==> config.mk <==
export PLATFORM = sky130hd
export DESIGN_NAME = pixel_hit_tot_storage
export DESIGN_NICKNAME = d
export VERILOG_FILES = /design/src/include/pixel_hit_tot_pkg.sv /design/src/pixel_hit_tot_storage.sv
export VERILOG_INCLUDE_DIRS = /design/src /design/src/include
export SDC_FILE = /design/constraint.sdc
export NUM_CORES = 1
export LEC_CHECK = 0
export BUFFER_PORTS_ARGS = -buffer_cell sky130_fd_sc_hd__buf_4
export CAP_MARGIN = 20
export CORE_ASPECT_RATIO = 0.7
export CORE_MARGIN = 2
export CORE_UTILIZATION = 50
export DETAILED_ROUTE_END_ITERATION = 16
export PLACE_DENSITY_LB_ADDON = 0.12
export SLEW_MARGIN = 20
export SYNTH_ARGS = -nofsm -noshare
export SYNTH_HDL_FRONTEND = slang
export SYNTH_SLANG_ARGS = --single-unit
export TNS_END_PERCENT = 1
==> constraint.sdc <==
create_clock -name mclk -period 4.3 [get_ports mclk]
set_clock_uncertainty 0.05 [all_clocks]
set_input_delay 0.43 -clock mclk [delete_from_list [all_inputs] [get_ports mclk]]
set_output_delay 0.43 -clock mclk [all_outputs]
set_load 0.03 [all_outputs]
==> src/include/pixel_hit_tot_storage_regs.svh <==
// offsets, field positions, reset values and counts of the pixel hit block
//
// What this block does
// - each hit feeds a readout path and a column OR path, each enabled.
// - enabled pixel hits drive the shared column OR line of the core.
// - hit source is either discriminator output or digital injection pulse.
// - injection, readout and OR enables per pixel; digital injection global.
// - sample each readout-enabled hit level into the clock domain through a synchroniser chain.
// - leading pulse marks timestamp; trailing pulse triggers storing count.
// - each pixel counts pulse width on the crossing clock, six bits.
// - fine mode takes end-of-count clock phase as count LSB.
// - fine mode only by global bit; plain counting by default.
// - six-bit count kept, only a four-bit code stored and read.
// - global compression mode maps six-bit count to four-bit code.
// - uncompressed stores four LSBs unmapped; count saturates at 14.
// - compressed: 0-8 direct, 11..27 step four to 9..13, 31+ to 14.
// - default mode code equals lower edge of the count bin.
// - code 15 never stored for a hit; it marks an unhit entry.
// - count reaching maximum with input still high ends conversion.
// - region clock enable drops while no pixel is counting and no leading pulse is present.
// - each pixel has eight storage entries of four bits.
// - count written on trailing pulse or on reaching maximum.
// - common write address latched per pixel at conversion start.
// - one entry per pixel presented, picked by a read address.
`ifndef PIXEL_HIT_TOT_STORAGE_REGS_SVH
`define PIXEL_HIT_TOT_STORAGE_REGS_SVH

`define OFS_GLOBAL_CFG 12'h000
`define OFS_PIXEL_CFG 12'h004
`define OFS_STATUS 12'h008

`define GCFG_DIG_INJ_BIT 0
`define GCFG_FINE_BIT 1
`define GCFG_COMPRESS_BIT 2
`define GCFG_WIDTH 3
`define GCFG_RESET 3'h0

`define PCFG_FIELD_STRIDE 4
`define PCFG_INJ_BIT 0
`define PCFG_DAQ_BIT 1
`define PCFG_OR_BIT 2
`define PCFG_RESET 3'h0

`define STAT_BUSY_LSB 0
`define STAT_CLK_EN_BIT 8
`define STAT_COL_OR_BIT 9

`define MEM_DEPTH 8
`define CODE_WIDTH 4
`define CNT_WIDTH 6
`define CODE_NOHIT 4'hF
`define CODE_MAX 4'hE
`define CNT_MAX_PLAIN 6'h0E
`define CNT_MAX_COMPRESSED 6'h1F
`define CNT_DIRECT_LIMIT 6'h08
`define CNT_SLOPE_START 6'h0B
`define CODE_SLOPE_BASE 4'h9

`endif

==> src/include/pixel_hit_tot_pkg.sv <==
// types shared by the pixel hit and pulse width storage block
package pixel_hit_tot_pkg;

  typedef enum logic [0:0] {
    PIX_IDLE = 1'b0,
    PIX_COUNT = 1'b1
  } pix_phase_type;

  typedef struct packed {
    logic sync1;
    logic sync2;
    logic sync3;
    pix_phase_type phase;
    logic [5:0] cnt;
    logic [2:0] waddr;
  } pix_state_type;

  typedef struct packed {
    logic dig_inj_en;
    logic fine_en;
    logic compress_en;
  } global_cfg_type;

  typedef struct packed {
    logic or_en;
    logic daq_en;
    logic inj_en;
  } pixel_cfg_type;

  typedef struct packed {
    logic [11:0] paddr;
    logic psel;
    logic penable;
    logic pwrite;
    logic [31:0] pwdata;
  } apb_req_type;

  typedef struct packed {
    logic [31:0] prdata;
    logic pready;
    logic pslverr;
  } apb_rsp_type;

endpackage

==> src/pixel_hit_tot_storage.sv <==
// pixel hit processing, pulse width counting and storage for one region
//
// Our own choices: the register addresses and register access over APB.
`timescale 1ns/100ps
`include "pixel_hit_tot_storage_regs.svh"

module pixel_hit_tot_storage #(
  parameter int NPIX = 4
) (
  input wire logic mclk,
  input wire logic rst_b,
  input wire pixel_hit_tot_pkg::apb_req_type apb_req,
  output pixel_hit_tot_pkg::apb_rsp_type apb_rsp,
  input wire logic [NPIX-1:0] disc_hit,
  input wire logic [NPIX-1:0] disc_fall_phase,
  input wire logic dig_inj_pulse,
  input wire logic [2:0] wr_addr,
  input wire logic [2:0] rd_addr,
  output logic [NPIX-1:0] daq_hit,
  output logic [NPIX-1:0] wired_or_hit_path,
  output logic column_or_line,
  output logic [NPIX-1:0] hit_leading_pulse,
  output logic [NPIX-1:0] hit_trailing_pulse,
  output logic region_clk_en,
  output logic [NPIX-1:0][3:0] tot_code
);

  localparam int DEPTH = `MEM_DEPTH;

  // status keeps busy bits below bit 8 and each pixel owns one nibble of
  // the pixel configuration word, so more than eight pixels cannot fit
  if (NPIX < 1 || NPIX > 8) begin : g_bad_npix
    $error("NPIX must lie between 1 and 8");
  end

  typedef struct packed {
    pixel_hit_tot_pkg::global_cfg_type gcfg;
    pixel_hit_tot_pkg::pixel_cfg_type [NPIX-1:0] pcfg;
    pixel_hit_tot_pkg::pix_state_type [NPIX-1:0] pix;
    logic [NPIX-1:0][DEPTH-1:0][3:0] mem;
    logic [NPIX-1:0][3:0] rd_data;
    logic [31:0] prdata;
    logic pslverr;
  } state_type;

  state_type state_r;
  state_type state_nxt;

  //////////////////////////////////////////////////////////////////////////
  // count to code mapping

  function automatic logic [3:0] compress_code(input logic [5:0] cnt);
    logic [5:0] slope;
    slope = cnt - `CNT_SLOPE_START;
    if (cnt >= `CNT_MAX_COMPRESSED) begin
      compress_code = `CODE_MAX;
    end else if (cnt >= `CNT_SLOPE_START) begin
      compress_code = `CODE_SLOPE_BASE + slope[5:2];
    end else if (cnt > `CNT_DIRECT_LIMIT) begin
      // counts between the two slopes fall into the bin starting at 8
      compress_code = 4'(`CNT_DIRECT_LIMIT);
    end else begin
      compress_code = cnt[3:0];
    end
  endfunction

  function automatic logic [5:0] count_max(input logic compress);
    count_max = compress ? `CNT_MAX_COMPRESSED : `CNT_MAX_PLAIN;
  endfunction

  function automatic logic [3:0] make_code(input logic [5:0] cnt,
                                           input logic compress);
    logic [5:0] lim;
    lim = count_max(compress);
    if (compress) begin
      make_code = compress_code(cnt);
    end else if (cnt >= lim) begin
      make_code = `CODE_MAX;
    end else begin
      make_code = cnt[3:0];
    end
  endfunction

  function automatic logic [31:0] pcfg_word(
      input pixel_hit_tot_pkg::pixel_cfg_type [NPIX-1:0] pc);
    logic [31:0] w;
    w = 32'h0000_0000;
    for (int i = 0; i < NPIX; i++) begin
      w[i*`PCFG_FIELD_STRIDE +: 3] = pc[i];
    end
    pcfg_word = w;
  endfunction

  //////////////////////////////////////////////////////////////////////////
  // hit source and path gating

  logic [NPIX-1:0] hit_src;
  logic [NPIX-1:0] busy;

  genvar g;
  generate
    for (g = 0; g < NPIX; g++) begin : g_pix
      // digital injection bypasses the front end
      assign hit_src[g] = state_r.gcfg.dig_inj_en ?
                          (dig_inj_pulse & state_r.pcfg[g].inj_en) :
                          disc_hit[g];
      assign daq_hit[g] = hit_src[g] & state_r.pcfg[g].daq_en;
      assign wired_or_hit_path[g] = hit_src[g] & state_r.pcfg[g].or_en;
      // edge pulses from the synchronised hit
      assign hit_leading_pulse[g] = state_r.pix[g].sync2 &
                                    ~state_r.pix[g].sync3;
      assign hit_trailing_pulse[g] = ~state_r.pix[g].sync2 &
                                     state_r.pix[g].sync3 &
                                     (state_r.pix[g].phase ==
                                      pixel_hit_tot_pkg::PIX_COUNT);
      assign busy[g] = state_r.pix[g].phase == pixel_hit_tot_pkg::PIX_COUNT;
      assign tot_code[g] = state_r.rd_data[g];
    end
  endgenerate

  // any enabled pixel pulls the column line
  assign column_or_line = |wired_or_hit_path;
  // clock runs while some pixel counts or a leading pulse is present
  assign region_clk_en = |busy | |hit_leading_pulse;

  //////////////////////////////////////////////////////////////////////////
  // next state

  logic apb_setup;
  logic apb_wr;

  assign apb_setup = apb_req.psel & ~apb_req.penable;
  assign apb_wr = apb_req.psel & apb_req.penable & apb_req.pwrite;

  always_comb begin
    logic [5:0] step;
    logic [5:0] lim;
    logic [5:0] sum;
    logic [5:0] fin;
    logic [31:0] status;
    pixel_hit_tot_pkg::pix_state_type p;
    step = 6'h01;
    lim = 6'h00;
    sum = 6'h00;
    fin = 6'h00;
    status = 32'h0000_0000;
    p = '0;
    state_nxt = state_r;
    // fine counting only when the global bit is set
    step = state_r.gcfg.fine_en ? 6'h02 : 6'h01;
    lim = count_max(state_r.gcfg.compress_en);

    for (int i = 0; i < NPIX; i++) begin
      p = state_r.pix[i];
      // hit level brought in through a synchroniser chain
      state_nxt.pix[i].sync1 = daq_hit[i];
      state_nxt.pix[i].sync2 = p.sync1;
      state_nxt.pix[i].sync3 = p.sync2;
      sum = p.cnt + step;
      if (p.sync2 && !p.sync3) begin
        // write slot fixed at conversion start
        state_nxt.pix[i].waddr = wr_addr;
        // counting starts on the first high cycle
        state_nxt.pix[i].cnt = step;
        state_nxt.pix[i].phase = pixel_hit_tot_pkg::PIX_COUNT;
        if (step >= lim) begin
          state_nxt.pix[i].phase = pixel_hit_tot_pkg::PIX_IDLE;
          state_nxt.mem[i][wr_addr] = `CODE_MAX;
        end
      end else if (p.phase == pixel_hit_tot_pkg::PIX_COUNT) begin
        if (p.sync2) begin
          if (sum >= lim) begin
            // saturated while still high ends the conversion
            state_nxt.pix[i].cnt = lim;
            state_nxt.pix[i].phase = pixel_hit_tot_pkg::PIX_IDLE;
            state_nxt.mem[i][p.waddr] =
              make_code(lim, state_r.gcfg.compress_en);
          end else begin
            state_nxt.pix[i].cnt = sum;
          end
        end else begin
          // end phase becomes the half-cycle LSB
          fin = p.cnt + {5'h00, state_r.gcfg.fine_en & disc_fall_phase[i]};
          if (fin > lim) begin
            fin = lim;
          end
          // only the four-bit code is kept
          state_nxt.mem[i][p.waddr] =
            make_code(fin, state_r.gcfg.compress_en);
          state_nxt.pix[i].phase = pixel_hit_tot_pkg::PIX_IDLE;
        end
      end
      state_nxt.rd_data[i] = state_r.mem[i][rd_addr];
    end

    status[`STAT_BUSY_LSB +: NPIX] = busy;
    status[`STAT_CLK_EN_BIT] = region_clk_en;
    status[`STAT_COL_OR_BIT] = column_or_line;

    // read data prepared in the setup cycle so the access phase has no wait
    if (apb_setup) begin
      state_nxt.pslverr = 1'b0;
      state_nxt.prdata = 32'h0000_0000;
      unique case (apb_req.paddr)
        `OFS_GLOBAL_CFG: begin
          state_nxt.prdata[`GCFG_DIG_INJ_BIT] = state_r.gcfg.dig_inj_en;
          state_nxt.prdata[`GCFG_FINE_BIT] = state_r.gcfg.fine_en;
          state_nxt.prdata[`GCFG_COMPRESS_BIT] = state_r.gcfg.compress_en;
        end
        `OFS_PIXEL_CFG: begin
          state_nxt.prdata = pcfg_word(state_r.pcfg);
        end
        `OFS_STATUS: begin
          state_nxt.prdata = status;
        end
        default: begin
          state_nxt.pslverr = 1'b1;
        end
      endcase
    end

    if (apb_wr) begin
      unique case (apb_req.paddr)
        `OFS_GLOBAL_CFG: begin
          // digital injection is one global bit
          state_nxt.gcfg.dig_inj_en = apb_req.pwdata[`GCFG_DIG_INJ_BIT];
          state_nxt.gcfg.fine_en = apb_req.pwdata[`GCFG_FINE_BIT];
          state_nxt.gcfg.compress_en = apb_req.pwdata[`GCFG_COMPRESS_BIT];
        end
        `OFS_PIXEL_CFG: begin
          for (int i = 0; i < NPIX; i++) begin
            state_nxt.pcfg[i].inj_en =
              apb_req.pwdata[i*`PCFG_FIELD_STRIDE + `PCFG_INJ_BIT];
            state_nxt.pcfg[i].daq_en =
              apb_req.pwdata[i*`PCFG_FIELD_STRIDE + `PCFG_DAQ_BIT];
            state_nxt.pcfg[i].or_en =
              apb_req.pwdata[i*`PCFG_FIELD_STRIDE + `PCFG_OR_BIT];
          end
        end
        default: begin
        end
      endcase
    end
  end

  //////////////////////////////////////////////////////////////////////////
  // state register

  always_ff @(posedge mclk) begin
    if (!rst_b) begin
      // reset clears synchronisers, counters and conversions
      state_r <= '0;
      for (int i = 0; i < NPIX; i++) begin
        // empty entries hold the no-hit code
        for (int j = 0; j < DEPTH; j++) begin
          state_r.mem[i][j] <= `CODE_NOHIT;
        end
        state_r.rd_data[i] <= `CODE_NOHIT;
      end
    end else begin
      state_r <= state_nxt;
    end
  end

  // no wait states; errors only for unmapped offsets
  assign apb_rsp.prdata = state_r.prdata;
  assign apb_rsp.pready = 1'b1;
  assign apb_rsp.pslverr = state_r.pslverr & apb_req.psel & apb_req.penable;

endmodule

# Yosys cells after proc, flatten, opt, wreduce, memory -nomap -nowiden
# Index checks and enable logic that the tools add are counted.
# Widths: inputs -> output; s select.
dict set report word_totals {
  word_cells 382
  regBits 244
  output_inout_bits 68
  in_bits 64
}
dict set report op_classes {
  bitwise_logic 52
  n_eq_ne 10
  muxes 149
  reduce_logical 36
  n_lt_le_gt_ge 40
  addsub 18
}
# operator count
set op_table {}
lappend op_table {{$mux 32} 20}
lappend op_table {{$bwmux 32} 8}
lappend op_table {{$mux 4} 62}
lappend op_table {{$mux 6} 24}
lappend op_table {{$or 24x24->24} 4}
lappend op_table {{$demux 4 s3} 5}
lappend op_table {{$mux 7} 8}
lappend op_table {{$bmux 4 s3} 4}
lappend op_table {{$ge 6x6->1} 8}
lappend op_table {{$and 1x1->1} 33}
lappend op_table {{$and 8x8->8} 4}
lappend op_table {{$ge 6x4->1 const B} 5}
lappend op_table {{$ge 6x5->1 const B} 5}
lappend op_table {{$gt 6x4->1 const B} 5}
lappend op_table {{$sub 6x4->6 const B} 5}
lappend op_table {{$add 6x1->6} 4}
lappend op_table {{$add 6x2->6} 4}
lappend op_table {{$gt 6x6->1} 4}
lappend op_table {{$lt 3x4->1 const B} 6}
lappend op_table {{$pmux 12 s2} 1}
lappend op_table {{$add 4x4->4 const A} 5}
lappend op_table {{$reduce_bool 2->1} 8}
lappend op_table {{$ge 3x1->1 const B} 5}
lappend op_table {{$mux 1} 14}
lappend op_table {{other kinds (20)} 54}

# Logic depth before layout (Yosys ltp)
# Gate-level depths: netlist of run 1.
dict set report depth {
  word_depth 19
  depth_mapped 22
}

# Worst setup path after synthesis of run 1
# No wires, ideal clock.
dict set report synth_timing {
  path_kind {register to register}
  start {register state_r[242] in the netlist's numbering}
  end {register state_r[147] in the netlist's numbering}
  path_slack_ps -433
  arrival_ps 4561
  stages_incl_launch_ff 22
  synth_period_minus_slack_ps 4733
  path_buffers 3
  path_cell_list {dfxtp_1 clkbuf_1 and2_1 ha_1 ha_1 nand3_1 xor2_2 inv_2 ha_1 and3_1 o211ai_2 a21oi_1 o32a_1 buf_6 nor2_1 a21oi_1 ha_1 or2_1 a211oi_4 nand2b_1 buf_2 a311o_1}
}
dict set report synth_between {
  elab_chain_cells 19
  elab_cells_between_ends 32
}
# item line
set synth_lines {}
lappend synth_lines {{start: declaration} pixel_hit_tot_storage.sv:46} ;# state_type state_r;
lappend synth_lines {{start signal: assignment} pixel_hit_tot_storage.sv:261} ;# state_r <= state_nxt;
lappend synth_lines {{$and 1x1->1} pixel_hit_tot_storage.sv:183} ;# fin = p.cnt + {5'h00, state_r.gcfg.fine_en & disc_fall_phase[i]};
lappend synth_lines {{$add 6x1->6} pixel_hit_tot_storage.sv:183}
lappend synth_lines {{$gt 6x6->1} pixel_hit_tot_storage.sv:184} ;# if (fin > lim) begin
lappend synth_lines {{$mux 6} pixel_hit_tot_storage.sv:184}
lappend synth_lines {{$mux 6} pixel_hit_tot_storage.sv:171} ;# if (p.sync2) begin
lappend synth_lines {{$mux 6} pixel_hit_tot_storage.sv:170} ;# end else if (p.phase == pixel_hit_tot_pkg::PIX_COUNT) begin
lappend synth_lines {{$mux 6} pixel_hit_tot_storage.sv:160} ;# if (p.sync2 && !p.sync3) begin
lappend synth_lines {{$sub 6x4->6 (no source line) / $gt 6x4->1 (equally long branches)} -}
lappend synth_lines {{(+3 left out)} -}
lappend synth_lines {{$mux 4} pixel_hit_tot_storage.sv:75} ;# if (compress) begin
lappend synth_lines {{$mux 4} pixel_hit_tot_storage.sv:171}
lappend synth_lines {{$mux 4} pixel_hit_tot_storage.sv:170}
lappend synth_lines {{$mux 4} pixel_hit_tot_storage.sv:160}
lappend synth_lines {{$bwmux 32} pixel_hit_tot_storage.sv:188} ;# state_nxt.mem[i][p.waddr] =
lappend synth_lines {{$mux 32} pixel_hit_tot_storage.sv:171}
lappend synth_lines {{$mux 32} pixel_hit_tot_storage.sv:170}
lappend synth_lines {{$mux 32} pixel_hit_tot_storage.sv:160}
# Parallel ways exist; a longest one is shown, timed or not. The select of a mux whose other input is x is not followed.
# A chain may end at the register's enable or synchronous reset.

# Worst setup path after layout of run 1
dict set report layout_timing {
  start {register state_r[242] in the netlist's numbering}
  end {register state_r[135] in the netlist's numbering}
}
# The elaborated chain is that of the path after synthesis.

==> summary.txt, run 1 <==
Clock tree
  – Clock transition at the registers of the reported paths: 0.07 ns
  – CTS Buf Count: 24
  – Clock latency on the worst-skew pair: 0.53 ns
  – H-tree level count: 1
  – CTS max path bufs: 3
  – CTS tree: done
  – CTS Root Cell: clkbuf_16
  – Sink Count: 225

GRT
  – Number of global-route vias before repair: 10,400
  – Total global routing overflow: 0
  – Initial antenna violation count: 0
  – First-pass GRT wire length: 54,100 um
  – Pin count of the biggest net entering global routing: 78
  – Gr usage total: 24.0%

Place
  – Dpl hpwl: 23,100 um
  – RePlAce Congestion: 0.856
  – Cell Area, Placed: 13,700 um2
  – I/O Buffers: 91

STA
  – Final setup violation count: 0
  – RSZ-0062 raised after global routing: yes
  – Hold_ws: 0.101 ns
  – Relative slew margins: 30.3%
  – Minimum clock period after layout: 4.08 ns
  – Max Fclk: 0.245 GHz
  – Final Cycle Share: 95.0%
  – Worst-margin pin slew: 1.04 ns
  – Final hold violations: 0
  – Fin. max-slew vios: 0

Power and ir drop
  – Clock Power Share: 49.4%
  – Net switching fraction of the power: 22.9%
  – Internal power: 3430 uW
  – Switching pwr: 1020 uW
  – Register share of total power: 46.9%
  – Combinational fraction of design power: 3.7%
  – Worst VDD drop: 0.341 mV
  – PD cells: 303 nW/um2
  – Leak Pwr: 0.00555 uW
  – Design Power: 4440 uW

Drt
  – DR vias: 11,100
  – Pre-antenna DRT Iters: 7
  – Routed WL: 33,000 um
  – Final ANT Viol Nets: 0
  – Detailed-route DRC error count: 0
  – Vias per cell: 5.86
  – Wire per inst: 17.5 um
  – Iter 0 DRT Violations: 635

Logic synthesis
  – Synth area leaders: dfxtp_1, mux4_2, a21oi_1
  – Post-synth ARST share: 0%
  – Main flop type after synthesis: dfxtp_1
  – Post-synth EDFFs: 0
  – Top post-synthesis cells by count: dfxtp_1, nand2_1, a21oi_1
  – Biggest area consumer among synthesized cells: dfxtp_1
  – FF+latch count, synth: 225
  – Avg Inst Size Synth: 8.63 um2
  – Synthesized area: 12,900 um2
  – Synth Warn #: 0
  – Unique cell type count in the Yosys netlist: 87
  – Mapped Cells: 1,496
  – Area share of the largest cell type after synthesis: 34.9%
  – Sequential share of the synthesized area: 34.9%
  – Most common cell in the netlist: dfxtp_1

Floorplanning
  – # rows: 49
  – Initial core utilization: 50.6%
  – I/O pins: 132
  – Chip height: 138 um
  – Core outline area: 25,500 um2
  – Die area: 27,100 um2
  – Die extent in x: 196 um

Run status
  – Outcome: complete, no violations

Critical path
  – Crit Path Class: flip-flop to flip-flop
  – CP Capture Type: flip-flop
  – Data arrival, critical path: 4.49 ns
  – Largest fanout on the critical path: 8
  – Required time worst endpoint: 4.70 ns
  – Startpoint types: flip-flop

Finish
  – Area grow syn2layout: 13.5%
  – Share of cells above drive strength 1: 18.4%
  – # diodes: 0
  – Fin nets: 1,653
  – Util after Layout: 57.5%
  – Cell area after layout: 14,700 um2

Worst hold path
  – Hold Crit Class: primary input to flip-flop

Job
  – Max Cap Viol: 0
-- routing by layer --
metal	up-vias	routed length [um]	GRT usage, %
li1	5447	-	-
met1	5333	16200	35.8
met2	268	14700	37.1
met3	47	1530	3.20
met4	0	525	4.82
met5	-	0	0
-- cell usage in the layout, fill, tap and decap left out, types with 6 or more instances in the layout --
master,synthesis,layout
o21ai_1,5,6
nor3_1,87,87
nor2_1,104,103
o211ai_1,17,17
and3_1,20,20
conb_1,2,20
a21o_1,11,11
o21a_1,9,8
mux2_2,8,8
nor4_1,7,6
a211oi_2,11,11
buf_4,54,137
o21ai_0,41,40
nor3b_1,7,7
nor2b_1,11,11
nand2b_1,20,19
ha_1,40,34
a31oi_1,22,21
mux2i_1,60,60
a22oi_1,10,10
mux4_2,32,32
clkbuf_16,0,26
nand3b_1,7,7
a21oi_1,130,128
a211oi_1,9,9
xor2_1,10,10
nand3_1,47,47
a311o_1,8,8
a211o_1,7,7
o21ai_2,7,7
inv_1,47,46
dfxtp_1,225,224
and2_1,29,29
nand4_1,7,7
nand2_1,170,170
or3_1,14,14
xnor2_1,21,21
-- cells by family (layout without fill, tap and decap cells) --
| family | count (synthesis) | after routing | synth area share, % |
|---|---|---|---|
| simple gates | 546 | 546 | 20.3 |
| compound gates | 360 | 360 | 19.7 |
| flops | 225 | 225 | 34.9 |
| buf+inv | 186 | 234 | 7.23 |
| mux | 100 | 100 | 10.9 |
| fa+ha+maj | 44 | 44 | 4.50 |
| xor+xnor | 33 | 33 | 2.35 |
| other cells | 2 | 20 | 0.0582 |
-- cell type report --
cell class / count / area, um2
Clock buffer: 32 / 713
Inverter: 52 / 198
Clock inverter: 11 / 129
Timing Repair Buffer: 139 / 1050
Fill cell: 2314 / 10800
Tap cell: 331 / 414
Multi-Input combinational cell: 1103 / 7650
Sequential cell: 225 / 4510
-- sequential cells by signal (all words and copies together) (netlist names) --
name       count
state_r      184
tot_code      16
apb_rsp       13
state_nxt      8
busy           4
-- critical path, stage by stage, from the launching register on --
cell       delay [ns]
dfxtp_4          0.43
and2_1           0.15
ha_1             0.23
ha_2             0.27
nand3_1          0.10
xor2_1           0.20
inv_1            0.13
ha_1             0.32
inv_1            0.04
a2111oi_0        0.38
o32a_2           0.31
a21oi_1          0.10
ha_1             0.21
nor3b_1          0.14
o21a_1           0.20
o31a_1           0.30
o21a_2           0.27
a21oi_1          0.16
-- final timing paths --
check	end	slack, ns	depth (start not counted)	from
min reg2reg	state_nxt[200]	0.39	1	state_nxt[201]
min	state_r[235]	0.10	3	apb_req[8]
max	state_r[135]	0.22	17	state_r[242]
max reg2reg	state_r[135]	0.22	17	state_r[242]
-- through the flow --
| step | setup WS, ns | setup TNS [ns] | std cells |
|---|---|---|---|
| finish | 0.215 | 0 | 1893 |
| global route | -0.0207 | -0.111 | 1893 |
| CTS | 0.00558 | 0 | 1887 |
| detailed placement | -0.0611 | -0.389 | 1844 |
| global placement | 0.0506 | 0 | 1844 |
| floorplan | 0.0191 | 0 | 1514 |
-- power by group through the flow --
stage                     registers (uW)  clock network, uW  logic [uW]
final                               2080               2190         164
after global routing                2080               2310         176
after CTS                           2080               2230         163
after detailed placement            2130                  0         163
after global placement              2130                  0         163
after floorplan                     2130                  0         116
-- what timing repair did --
item | in CTS | in global routing
gates resized for setup | 0 | 22
hold buffers | 0 | 0
endpoints found under the setup margin | 0 | 95
buffers inserted | 0 | 6
(Power assumes the default switching activity.)
==> run 2, diff against run 1 <==
--- a/config.mk
+++ b/config.mk
@@ -6,12 +6,14 @@
 export SDC_FILE = /design/constraint.sdc
 export NUM_CORES = 1
 export LEC_CHECK = 0
+export ABC_CLOCK_PERIOD_IN_PS = 4300
 export BUFFER_PORTS_ARGS = -buffer_cell sky130_fd_sc_hd__buf_4
 export CAP_MARGIN = 20
 export CORE_ASPECT_RATIO = 0.7
 export CORE_MARGIN = 2
-export CORE_UTILIZATION = 50
+export CORE_UTILIZATION = 54
 export DETAILED_ROUTE_END_ITERATION = 16
+export HOLD_SLACK_MARGIN = 0.02
 export PLACE_DENSITY_LB_ADDON = 0.12
 export SLEW_MARGIN = 20
 export SYNTH_ARGS = -nofsm -noshare
==> summary.txt, run 2 (synthesized netlist as in run 1, its figures left out) <==
Run status
  – Outcome: complete, no violations

Drt
  – Detailed-route DRC error count: 0
  – Pre-antenna DRT Iters: 5
  – Vias per cell: 5.97
  – DR vias: 11,200
  – Iter 0 DRT Violations: 820
  – Final ANT Viol Nets: 0
  – Routed WL: 33,000 um
  – Wire per inst: 17.6 um

Floorplanning
  – Die area: 25,200 um2
  – Core outline area: 23,600 um2
  – Die extent in x: 189 um
  – # rows: 47
  – Chip height: 133 um
  – Initial core utilization: 54.8%
  – I/O pins: 132

Clock tree
  – Sink Count: 225
  – CTS Hold Bufs: 0
  – Clock latency on the worst-skew pair: 0.51 ns
  – CTS Buf Count: 23
  – Clock transition at the registers of the reported paths: 0.06 ns
  – CTS max path bufs: 3
  – CTS Root Cell: clkbuf_16
  – H-tree level count: 1
  – CTS tree: done

Power and ir drop
  – Internal power: 3330 uW
  – Leak Pwr: 0.00553 uW
  – Combinational fraction of design power: 3.9%
  – Net switching fraction of the power: 22.2%
  – Switching pwr: 951 uW
  – Worst VDD drop: 0.227 mV
  – Register share of total power: 48.7%
  – PD cells: 295 nW/um2
  – Clock Power Share: 47.4%

Worst hold path
  – Hold Crit Class: primary input to flip-flop

STA
  – Fin. max-slew vios: 0
  – Max Fclk: 0.246 GHz
  – Worst-margin pin slew: 1.07 ns
  – Final hold violations: 0
  – RSZ-0062 raised after global routing: yes
  – Relative slew margins: 28.1%
  – Hold_ws: 0.125 ns
  – Final WS setup: 0.241 ns
  – Final setup violation count: 0
  – Minimum clock period after layout: 4.06 ns
  – Final Cycle Share: 94.4%

Finish
  – Most frequent cells in the layout: dfxtp_1, nand2_1, buf_4
  – Commonest non-fill, non-tap cell in the layout: dfxtp_1
  – Fin nets: 1,650
  – Largest Register: state_r
  – Area grow syn2layout: 12.4%
  – Max reg flops: 184
  – Share of cells above drive strength 1: 17.7%
  – # diodes: 0

GRT
  – Number of global-route vias before repair: 10,600
  – Top Usage Layer GRT: met2
  – Pin count of the biggest net entering global routing: 111
  – M2 GR Usage: 41.4%
  – Total global routing overflow: 0
  – Initial antenna violation count: 0
  – Gr usage total: 26.3%
  – First-pass GRT wire length: 54,700 um
  – Routing usage on met3: 3.29%
  – Global-route met1 utilization: 38.8%

Critical path
  – Data arrival, critical path: 4.39 ns
  – Crit Path Class: flip-flop to flip-flop
  – Largest fanout on the critical path: 8
  – CP Capture Type: flip-flop
  – Startpoint types: flip-flop
  – Required time worst endpoint: 4.64 ns

Place
  – RePlAce Congestion: 0.921
  – Dpl hpwl: 23,100 um
  – Pre-CTS setup slack: -0.0771 ns
  – I/O Buffers: 91

Job
  – Max Cap Viol: 0
[run 2: cell count changes in the layout (fill, tap and decap cells not counted), sizes merged]
cell / change
buf: -2
clkbuf: +1
clkinvlp: -3
[run 2: layer usage]
metal  vias up  part of all wire, %  routed length (um)
li1       5442                    -                   -
met3        41                  6.1                2010
met2       322                   44               14600
met5         -                    0                   0
met1      5403                   48               15900
met4         0                  1.5                 498
[run 2: power groups by stage]
stage	registers (uW)	logic, uW	clock network (uW)
after CTS	2080	164	2060
after global placement	2130	163	0
after detailed placement	2130	163	0
after floorplan	2130	116	0
final	2080	165	2030
after global routing	2080	177	2150
[run 2: repair_timing]
action | CTS | global route
setup buffers | 0 | 4
resized for setup | 0 | 18
endpoints found under the setup margin | 0 | 92
[run 2: per-stage QoR]
| stage | instances | power, uW | instance area, um2 | utilization (%) | TNS [ns] |
|---|---|---|---|---|---|
| finish | 1876 | 4280 | 14500 | 61.6 | 0 |
| global route | 1876 | 4410 | 14500 | 61.6 | -0.173 |
| CTS | 1872 | 4310 | 14400 | 61.2 | 0 |
| detailed placement | 1831 | 2290 | 13700 | 58.0 | -0.411 |
| global placement | 1831 | 2290 | 13700 | 58.0 | 0 |
| floorplan | 1514 | 2250 | 13000 | - | 0 |
[run 2: final timing paths]
kind                       start        endpoint  slack, ns  depth (start not counted)
setup / recovery    state_r[242]    state_r[167]       0.24                         20
hold / removal       apb_req[10]    state_r[237]       0.12                          3
setup reg to reg    state_r[242]    state_r[167]       0.24                         20
hold reg to reg   state_nxt[201]  state_nxt[200]       0.38                          1
[run 2: layout make-up]
class                           instances  area (um2)
Fill cell                            2084        9060
Multi-Input combinational cell       1103        7610
Sequential cell                       225        4510
Timing Repair Buffer                  137        1040
Clock buffer                           33         663
Tap cell                              318         398
Inverter                               52         198
Clock inverter                          8        95.1
[run 2: worst max-delay path, cell delays in order, from the launching register on]
cell and delay [ns]:
dfxtp_4 0.41, and2_1 0.14, ha_2 0.20, ha_4 0.16, nand3_1 0.12, xor2_2 0.18, inv_2 0.09, ha_1 0.30
and3_1 0.19, o211ai_2 0.08, a21oi_2 0.08, o32a_1 0.33, buf_4 0.15, nor2_1 0.09, a21oi_1 0.05, ha_1 0.20
or2_1 0.26, a211oi_4 0.27, buf_6 0.18, nor3_1 0.05, a311o_1 0.32
